==> config.mk <==
export PLATFORM = sky130hd
export DESIGN_NAME = cld_core
export DESIGN_NICKNAME = d
export VERILOG_FILES = /design/src/cld_pkg.sv /design/src/cld_rf_if.sv /design/src/cld_regfile.sv /design/src/cld_core.sv
export VERILOG_INCLUDE_DIRS = /design/src /design/src/src
export SDC_FILE = /design/constraint.sdc
export NUM_CORES = 1
export LEC_CHECK = 0
export ABC_AREA = 1
export BUFFER_PORTS_ARGS = -buffer_cell sky130_fd_sc_hd__buf_4
export CAP_MARGIN = 20
export CORE_AREA = 2 2 178 180
export CTS_CLUSTER_SIZE = 10
export DETAILED_ROUTE_END_ITERATION = 8
export DIE_AREA = 0 0 180 182
export PLACE_DENSITY_LB_ADDON = 0.12
export RECOVER_POWER = 100
export SETUP_SLACK_MARGIN = 0.2
export SYNTH_ARGS = -nofsm -noshare
export SYNTH_HDL_FRONTEND = slang
export SYNTH_SLANG_ARGS = --single-unit
==> constraint.sdc <==
create_clock -name clock -period 2.4 [get_ports clock]
set_clock_uncertainty 0.2 [all_clocks]
set_input_delay 0.48 -clock clock [delete_from_list [all_inputs] [get_ports clock]]
set_output_delay 0.48 -clock clock [all_outputs]
set_load 0.01 [all_outputs]
==> src/cld_cfg.svh <==
// Constants for the logic-op decoder: opcode patterns, fields, reset values.
// Assumes inclusion by bare name from every design file that needs them.
`ifndef CLD_CFG_SVH
`define CLD_CFG_SVH

// Field positions within the 12-bit instruction word
`define CLD_DEST_BIT     5
`define CLD_F_MSB        4
`define CLD_LIT_MSB      7

// Six-bit major patterns for register-operand instructions
`define CLD_PAT_INC      6'h0A
`define CLD_PAT_INC_SKIP 6'h0F
`define CLD_PAT_OR_REG   6'h04
`define CLD_PAT_SWAP     6'h0E
`define CLD_PAT_XOR_REG  6'h06

// Four-bit major patterns for literal instructions
`define CLD_PAT_OR_LIT   4'hD
`define CLD_PAT_XOR_LIT  4'hF

// Direction load: upper nine bits zero, low field selects the port
`define CLD_PAT_DIR_HI   9'h000
`define CLD_DIR_INDEX    3'h6

// Word executed in place of a discarded fetch
`define CLD_NOP_WORD     12'h000

// Reset values
`define CLD_ACC_RESET    8'h00
`define CLD_DIR_RESET    8'hFF
`define CLD_RF_RESET     8'h00

`endif

==> src/cld_pkg.sv <==
// Types used by the logic-op decoder core alone; its register file does not use them.
// Assumes nothing beyond a SystemVerilog compiler.
package cld_pkg;

   typedef enum logic [1:0] {
      cld_q1,
      cld_q2,
      cld_q3,
      cld_q4
   } cld_phase_e;

   typedef enum logic [3:0] {
      cld_no_op,
      cld_increment_op,
      increment_skip_on_null_op,
      or_literal_op,
      or_register_op,
      nibble_exchange_op,
      direction_register_load,
      xor_literal_op,
      xor_register_op
   } cld_op_e;

endpackage : cld_pkg

==> src/cld_rf_if.sv <==
// Read and write port between the decoder core and its data register file.
// Assumes both ends share one clock.
`timescale 1ns/1ps
interface cld_rf_if #(
   parameter int AW = 5,
   parameter int DW = 8
);
   logic          rd_en;
   logic [AW-1:0] rd_addr;
   logic [DW-1:0] rd_data;
   logic          wr_en;
   logic [AW-1:0] wr_addr;
   logic [DW-1:0] wr_data;

   modport core (
      output rd_en,
      output rd_addr,
      input  rd_data,
      output wr_en,
      output wr_addr,
      output wr_data
   );

   modport mem (
      input  rd_en,
      input  rd_addr,
      output rd_data,
      input  wr_en,
      input  wr_addr,
      input  wr_data
   );
endinterface : cld_rf_if

==> src/cld_regfile.sv <==
// Data register file, one read and one write port, registered read data.
// Assumes requests come from logic on the same clock.
`timescale 1ns/1ps
`include "cld_cfg.svh"
module cld_regfile #(
   parameter int AW    = 5,
   parameter int DW    = 8,
   parameter int DEPTH = 32
) (
   input wire logic clock,
   input wire logic rstn,
   cld_rf_if.mem    rf
);
   logic [DW-1:0] mem_q [DEPTH];
   logic [DW-1:0] rd_data_q;

   if (DEPTH != (1 << AW) || DW != 8) begin : g_bad_size
      $error("cld_regfile: DEPTH must equal 2**AW and DW must be 8");
   end

   // Cleared at reset so every operand is known
   always_ff @(posedge clock) begin
      if (!rstn) begin
         for (int i = 0; i < DEPTH; i++) begin
            mem_q[i] <= `CLD_RF_RESET;
         end
      end else if (rf.wr_en) begin
         mem_q[rf.wr_addr] <= rf.wr_data;
      end
   end

   always_ff @(posedge clock) begin
      if (!rstn) begin
         rd_data_q <= `CLD_RF_RESET;
      end else if (rf.rd_en) begin
         rd_data_q <= mem_q[rf.rd_addr];
      end
   end

   assign rf.rd_data = rd_data_q;
endmodule : cld_regfile

==> src/cld_core.sv <==
// Decoder and executor for the increment, OR, XOR, swap and direction-load ops.
// Assumes the fetch path holds the next instruction word steady during phase 1.
//
// Overview of operation
// - Five-bit field picks register; target bit 0 to accumulator, 1 to register.
// - Increment register, route by target bit, update null flag only; one cycle.
// - Increment register, no flags; zero result discards next fetch, runs nop.
// - OR accumulator with 8-bit literal into accumulator, update null flag.
// - OR accumulator with register, route by target bit, update null flag.
// - Swap register nibbles, route by target bit, flags untouched.
// - Low field 6 copies accumulator into direction register, flags untouched.
// - XOR accumulator with 8-bit literal into accumulator, update null flag.
// - XOR accumulator with register, route by target bit, update null flag.
// - Operand read in phase two, destination written in phase four.
// - Eight-bit accumulator, not reachable through register file addresses.
`timescale 1ns/1ps
`include "cld_cfg.svh"
module cld_core #(
   parameter int AW = 5
) (
   input  wire logic        clock,
   input  wire logic        rstn,
   input  wire logic [11:0] instr_word,
   output logic [1:0]       phase_q,
   output logic [7:0]       acc_q,
   output logic             null_flag_q,
   output logic [7:0]       dir_q,
   output logic             skip_q,
   output logic             rf_wr_en_q,
   output logic [AW-1:0]    rf_wr_addr_q,
   output logic [7:0]       rf_wr_data_q
);
   cld_pkg::cld_phase_e phase_st_q;
   cld_pkg::cld_op_e    op;
   logic [11:0]         ir_q;
   logic [7:0]          res;
   logic [7:0]          lit;
   logic                to_reg;
   logic                to_acc;
   logic                flag_op;
   logic                reg_op;
   logic                exec;

   if (AW != `CLD_F_MSB + 1) begin : g_bad_aw
      $error("cld_core: AW must match the five-bit register field");
   end

   cld_rf_if #(.AW(AW), .DW(8)) rf ();

   cld_regfile #(.AW(AW), .DW(8), .DEPTH(1 << AW)) u_rf (
      .clock (clock),
      .rstn  (rstn),
      .rf    (rf)
   );

   assign lit  = ir_q[`CLD_LIT_MSB:0];
   assign exec = (phase_st_q == cld_pkg::cld_q4);

   // Four phases per instruction cycle
   always_ff @(posedge clock) begin
      if (!rstn) begin
         phase_st_q <= cld_pkg::cld_q1;
      end else begin
         case (phase_st_q)
            cld_pkg::cld_q1: phase_st_q <= cld_pkg::cld_q2;
            cld_pkg::cld_q2: phase_st_q <= cld_pkg::cld_q3;
            cld_pkg::cld_q3: phase_st_q <= cld_pkg::cld_q4;
            default:         phase_st_q <= cld_pkg::cld_q1;
         endcase
      end
   end

   always_ff @(posedge clock) begin
      if (!rstn) begin
         phase_q <= 2'h0;
      end else begin
         phase_q <= 2'(phase_st_q + 2'h1);
      end
   end

   // Latch in phase 1; a pending skip swaps the fetch for a nop
   always_ff @(posedge clock) begin
      if (!rstn) begin
         ir_q <= `CLD_NOP_WORD;
      end else if (phase_st_q == cld_pkg::cld_q1) begin
         ir_q <= skip_q ? `CLD_NOP_WORD : instr_word;
      end
   end

   always_ff @(posedge clock) begin
      if (!rstn) begin
         skip_q <= 1'b0;
      end else if (exec) begin
         skip_q <= (op == cld_pkg::increment_skip_on_null_op) && (res == 8'h00);
      end
   end

   // Decode; anything outside this subset executes as a nop here
   always_comb begin
      op = cld_pkg::cld_no_op;
      if (ir_q[11:6] == `CLD_PAT_INC) begin
         op = cld_pkg::cld_increment_op;
      end else if (ir_q[11:6] == `CLD_PAT_INC_SKIP) begin
         op = cld_pkg::increment_skip_on_null_op;
      end else if (ir_q[11:6] == `CLD_PAT_OR_REG) begin
         op = cld_pkg::or_register_op;
      end else if (ir_q[11:6] == `CLD_PAT_SWAP) begin
         op = cld_pkg::nibble_exchange_op;
      end else if (ir_q[11:6] == `CLD_PAT_XOR_REG) begin
         op = cld_pkg::xor_register_op;
      end else if (ir_q[11:8] == `CLD_PAT_OR_LIT) begin
         op = cld_pkg::or_literal_op;
      end else if (ir_q[11:8] == `CLD_PAT_XOR_LIT) begin
         op = cld_pkg::xor_literal_op;
      end else if (ir_q[11:3] == `CLD_PAT_DIR_HI && ir_q[2:0] == `CLD_DIR_INDEX) begin
         op = cld_pkg::direction_register_load;
      end
   end

   // Result from the operand read back in phase 2
   always_comb begin
      res = acc_q;
      case (op)
         cld_pkg::cld_increment_op:          res = 8'(rf.rd_data + 8'h01);
         cld_pkg::increment_skip_on_null_op: res = 8'(rf.rd_data + 8'h01);
         cld_pkg::or_literal_op:             res = acc_q | lit;
         cld_pkg::or_register_op:            res = acc_q | rf.rd_data;
         cld_pkg::nibble_exchange_op:        res = {rf.rd_data[3:0], rf.rd_data[7:4]};
         cld_pkg::xor_literal_op:            res = acc_q ^ lit;
         cld_pkg::xor_register_op:           res = acc_q ^ rf.rd_data;
         default:                            res = acc_q;
      endcase
   end

   always_comb begin
      reg_op = (op == cld_pkg::cld_increment_op) || (op == cld_pkg::increment_skip_on_null_op)
            || (op == cld_pkg::or_register_op) || (op == cld_pkg::nibble_exchange_op)
            || (op == cld_pkg::xor_register_op);
      to_reg = reg_op && ir_q[`CLD_DEST_BIT];
      to_acc = (reg_op && !ir_q[`CLD_DEST_BIT]) || (op == cld_pkg::or_literal_op)
            || (op == cld_pkg::xor_literal_op);
      flag_op = (op == cld_pkg::cld_increment_op) || (op == cld_pkg::or_literal_op)
             || (op == cld_pkg::or_register_op) || (op == cld_pkg::xor_literal_op)
             || (op == cld_pkg::xor_register_op);
   end

   // Operand read in phase 2, write-back in phase 4
   assign rf.rd_en   = (phase_st_q == cld_pkg::cld_q2);
   assign rf.rd_addr = ir_q[`CLD_F_MSB:0];
   assign rf.wr_en   = exec && to_reg;
   assign rf.wr_addr = ir_q[`CLD_F_MSB:0];
   assign rf.wr_data = res;

   // Mirror of the write port so the partner sees every store
   always_ff @(posedge clock) begin
      if (!rstn) begin
         rf_wr_en_q   <= 1'b0;
         rf_wr_addr_q <= '0;
         rf_wr_data_q <= 8'h00;
      end else begin
         rf_wr_en_q   <= rf.wr_en;
         rf_wr_addr_q <= rf.wr_addr;
         rf_wr_data_q <= rf.wr_data;
      end
   end

   // Held apart from the register file so no address can reach it
   always_ff @(posedge clock) begin
      if (!rstn) begin
         acc_q <= `CLD_ACC_RESET;
      end else if (exec && to_acc) begin
         acc_q <= res;
      end
   end

   always_ff @(posedge clock) begin
      if (!rstn) begin
         null_flag_q <= 1'b0;
      end else if (exec && flag_op) begin
         null_flag_q <= (res == 8'h00);
      end
   end

   always_ff @(posedge clock) begin
      if (!rstn) begin
         dir_q <= `CLD_DIR_RESET;
      end else if (exec && op == cld_pkg::direction_register_load) begin
         dir_q <= acc_q;
      end
   end
endmodule : cld_core

Word-level counts from Yosys, hierarchy flattened. Memories as Yosys holds them, arrays and structs flattened. A register that Yosys moved wholly into a read port is not among the register bits. Cells that the tools add are included.

Memories: 1. Word-level logic and storage cells: 79. Register bits after elaboration: 48. Output and inout port bits: 34. Input port bits: 14. Memory bits (writable): 256.

Memories: u_rf.mem_q (depth 32, bits a word 8, read ports 1, clocked after memory_dff 1, wr ports 32, line cld_regfile.sv:14) `logic [DW-1:0] mem_q [DEPTH];`.

Muxes and demuxes: 18. Reduce and logical (&&, ||, !) cells: 25. Bitwise gates (word level): 4. Add/sub/neg operators: 2. Equal/unequal tests: 19.

Operators with widths (count): case mux 8 bit (6 select lines) (1); 2-to-1 mux 4 bit (5); == test 6 x 4 -> 1 bit, second input constant (3); == test 4 x 3 -> 1 bit, second input constant (4); bitwise OR 8 bit (2); XOR 8 bit (2); == test 4 bit, second input constant (3); == test 6 x 3 -> 1 bit, second input constant (2); 2-to-1 mux 12 bit (1); logical OR 1 bit (10); zero test 9 bit (1); 2-to-1 mux 3 bit (3); adder 8 x 1 -> 8 bit, second input constant (1); == test 4 x 2 -> 1 bit, second input constant (2); logical AND 1 bit (8); zero test 8 bit (1); 2-to-1 mux 8 bit (1); OR reduction 8 bit (1); case mux 2 bit (3 select lines) (1); 2-to-1 mux 1 bit (5); 2-to-1 mux 5 bit (1); == test 2 bit, second input constant (2); == test 4 x 1 -> 1 bit, second input constant (1); == test 3 bit, second input constant (1); 5 further kinds (6).

Depth between registers and ports, before layout.
Depth in word-level cells: 22. Mapped depth: 15. Depth with buffers taken out: 14.

Cells and area by module. From an unflattened synthesis, not the netlist that was laid out.

Cell total of the unflattened synthesis: 1667. Area total of the unflattened synthesis: 14756.7 sq um.

Modules (own cells, without submodules): cld_regfile (instances 1, cells an instance 1248, area each 12000.3 sq um, seq. area each 7847.5 sq um); cld_core (instances 1, cells an instance 419, area each 2756.4 sq um, seq. area each 940.9 sq um).

Worst setup path before layout. Ideal clock, no wire load.

Kind: flip-flop to flip-flop. From: reg ir_q[7]. To: mem u_rf.mem_q[19][0], enable pin. Required time: 1.871 ns. Path slack: 0.123 ns. Buffers on the path: 1. Cell stages (with the launch flop): 14. Data arrival time: 1.748 ns. Period minus slack after synthesis: 2.277 ns. Library setup time: 0.329 ns. Cell sequence: dfxtp_1 buf_2 inv_1 nor2_1 nand3_1 nand2_2 inv_2 nand3_1 nand2_2 nor2_2 inv_2 nor2_4 inv_1 nand2_1.

RTL lines: start, declared (line cld_core.sv:35) `logic [11:0] ir_q;`; start signal, assigned (line cld_core.sv:84) `` ir_q <= `CLD_NOP_WORD; ``; start signal, assigned (line cld_core.sv:86) `` ir_q <= skip_q ? `CLD_NOP_WORD : instr_word; ``; end, declared (line cld_regfile.sv:14).

==> metrics.md <==
| Metric | Value |
|---|---|
| Critical Path RT | `2.40 ns` |
| R2r startpoint | `ir_q[7]` |
| Startpoint Class | `flop` |
| # setup viols final | `0` |
| P&R area growth vs syn | `23.5%` |
| Worst reg-to-reg path cell count | `12` |
| Hold depth | `3` |
| Pin count of the biggest net entering global routing | `59` |
| Final layout net count | `1719` |
| Worst-Margin Slew | `1.39 ns` |
| WS Path Type | `flop to flop` |
| WP data arrival | `2.27 ns` |
| Worst path slowest cell | `dfxtp_4` |
| Yosys top cell area share | `52.5%` |
| Post-Route WL | `43.8 mm` |
| CP peak stage delay | `0.41 ns` |
| Crit. End Element | `flop` |
| VDD IR-drop max | `0.816 mV` |
| Initial core utilization | `47.2%` |
| HPWL after detailed placement | `27.9 mm` |
| RSZ-0062 raised after global routing | `true` |
| 1st-iter DRT viols | `1060` |
| Vias in the first global route | `11000` |
| Distinct cells, synth | `39` |
| Pwr/cell area | `926 mW/mm²` |
| Syn. warnings | `0` |
| DIE AREA | `0.0328 mm²` |
| Die width | `180 µm` |
| CTS clk-pin slew, worst paths | `0.06 ns` |
| Synth area leaders | `edfxtp_1 53%, nand2_1 10%, dfxtp_1 7.5%, a22oi_1 5.7%, inv_1 5.1%` |
| EDFF count, synth | `256` |
| Worst hold slack | `0.00307 ns` |
| Sequential area share after synthesis | `60.1%` |
| Drt drc | `0` |
| Mapped Cells | `1540` |
| CP bufs+invs | `4` |
| Ports | `48` |
| CTS tree | `done` |
| Layout cells sized above 1 | `23.4%` |
| MaxCap Viol Count | `0` |
| Post-DRT Antenna Nets | `0` |
| Drt pass-1 iters | `5` |
| First-pass GRT wire length | `63.6 mm` |
| Grt total ovfl | `0` |
| Vias per cell | `5.38` |
| Die H | `182 µm` |
| Status | `complete, no violations` |
| Synth Flop Type | `edfxtp_1` |
| Highest Clock Rate | `0.440 GHz` |
| Placed Instances | `2021` |
| Non-filler cells, final | `2124` |
| Total number of vias | `11400` |
| Yosys reg bits | `311` |
| Max-slew violations | `0` |
| Syn Area/Cell | `9.50 µm²` |
| Drt wl/cell | `20.6 µm` |
| GPL Wtd Cong | `0.889` |
| Hold Crit Class | `input pin to flop` |
| Minimum clock period | `2.27 ns` |
| Leak | `7.98 nW` |
| Core area | `0.0310 mm²` |
| Worst hold endpoint | `ir_q[11]` |
| Final worst-path cycle share | `94.7%` |
| Ant. Diodes | `0` |
| Hold_sp | `instr_word[11]` |
| Worst-Skew Late Latency | `0.53 ns` |
| Yosys top cell by area | `edfxtp_1` |
| Post-Syn Area | `0.0146 mm²` |
| Syn_nets | `1560` |
| Row count | `65` |
| GR Util All Layers | `25.3%` |
| Rel. slew slack | `7.50%` |
| Total power | `16.7 mW` |
| R2R Setup Slk | `0.13 ns` |
| H-tree Lvls | `2` |
| Antenna violations before repair | `0` |
| Final setup margin | `0.128 ns` |
| FFs w/ async S/R, synth | `0%` |
| Final Hold Vio Count | `0` |
| Clk root buf | `clkbuf_16` |
| Longest Clk Path Bufs | `3` |
| CTS Buf Count | `38` |
| RR Endpoint | `u_rf.mem_q[28][3]` |
| PortBufs | `47` |
| Crit path max fanout | `8` |
| Critical-path cell list | `inv_4 > nor2_4 > nand3_2 > nand2_2 > inv_2 > nand3_2 > nand2_4 > clkinv_4 > nand2_8 > nor2_1 > inv_2 > nand2_2` |
| Sink Count | `311` |
| CP delay by family, top | `simple AND/OR/NAND/NOR gates` |
| Pre-CTS WS | `-0.113 ns` |
-- state kept, by name (all words and copies together) (netlist names) --
| name | count |
|---|---|
| u_rf.mem_q | 256 |
| ir_q | 12 |
| acc_q | 8 |
| dir_q | 8 |
| rf_wr_data_q | 8 |
| u_rf.rf.rd_data | 8 |
| rf_wr_addr_q | 5 |
| phase_st_q | 2 |
| null_flag_q | 1 |
| phase_q | 1 |
| rf_wr_en_q | 1 |
| skip_q | 1 |
-- cell type report --
type                       count  area [µm²]
clock buffer                  57        1050
timing repair buffer         186        1560
fill                        2672       12900
sequential                   311        8820
tap                          402         503
clock inverter                 6        75.1
inverter                     244         962
multi-input combinational    918        5100
-- cells in the mapped netlist (6+ instances only) --
master	instances
a21oi_1	37
a22oi_1	112
buf_2	30
clkbuf_1	33
dfxtp_1	55
edfxtp_1	256
ha_1	6
inv_1	200
inv_2	42
nand2_1	404
nand2_2	8
nand3_1	58
nand4_1	17
nor2_1	173
nor2_2	8
nor2_4	33
o211ai_1	8
o21ai_0	14
o41ai_1	7
-- cell usage in the layout (no fill, tap or decap), drive strengths merged, types with 37 or more instances in the layout --
cell type	Yosys	final
a21oi	37	37
a22oi	112	112
buf	36	139
clkbuf	33	99
dfxtp	55	55
edfxtp	256	256
inv	242	243
nand2	414	415
nand3	61	62
nor2	214	214
-- how the worst max path moves through the flow --
stage	slack, ns	cells past startpoint	to	start
finish	0.13	12	u_rf.mem_q[28][3]	ir_q[7]
global route	0.03	12	u_rf.mem_q[7][0]	ir_q[7]
CTS	0.15	12	u_rf.mem_q[3][0]	ir_q[7]
detailed placement	-0.11	12	u_rf.mem_q[5][0]	ir_q[7]
global placement	-0.08	12	u_rf.mem_q[5][0]	ir_q[7]
floorplan	0.13	13	u_rf.mem_q[4][0]	ir_q[7]
-- worst reg2reg max path, cell delays in order, from the launching register on --
cell and delay [ns]:
dfxtp_4 0.41, inv_4 0.06, nor2_4 0.12, nand3_2 0.11, nand2_2 0.09, inv_2 0.04, nand3_2 0.07, nand2_4 0.09
clkinv_4 0.11, nand2_8 0.15, nor2_1 0.22, inv_2 0.09, nand2_2 0.18
-- kinds of logic after synthesis --
logic type / count (synthesis) / share of synthesized area, %
xor gates and xnor gates: 1 / 0.0599
DFF: 311 / 60.1
AOI/OAI and AO/OA: 190 / 8.91
buffers and inverters: 313 / 8.49
adders and majority gates: 6 / 0.513
and+or+nand+nor: 719 / 22.0
-- per-layer routing --
metal  global-route usage [%]  part of all wire, %  up-vias
met5                        0                    0        -
met2                     41.5                   47      446
met4                     10.3                  4.2        0
met1                     33.5                   42     5460
met3                     4.37                  6.7      114
li1                         -                    -     5415
-- metrics by stage --
| step | setup TNS (ns) | util, % | cell area, µm² |
|---|---|---|---|
| 3_5_place_dp | -3.08 | 52.5 | 16300 |
| 4_1_cts | 0 | 57.3 | 17700 |
| 5_1_grt | 0 | 58.3 | 18100 |
| 2_1_floorplan | 0 | - | 14700 |
| 3_3_place_gp | -1.41 | 52.5 | 16300 |
| 6_report | 0 | 58.3 | 18100 |
-- report_power, final --
| group | total [mW] | switching [mW] | internal, mW |
|---|---|---|---|
| logic | 4.93 | 3.32 | 1.60 |
| clock network | 5.32 | 2.18 | 3.14 |
| registers | 6.49 | 0.306 | 6.18 |
| total | 16.7 | 5.81 | 10.9 |
-- repair_timing --
action	4_1_cts	5_1_grt
pin swaps	16	27
hold endpoints to repair	4	0
setup buffers	15	12
resized for setup	49	136
cloned	1	8
hold buffers	4	0
endpoints found under the setup margin	522	530
Power figures use the tool's default switching activity.
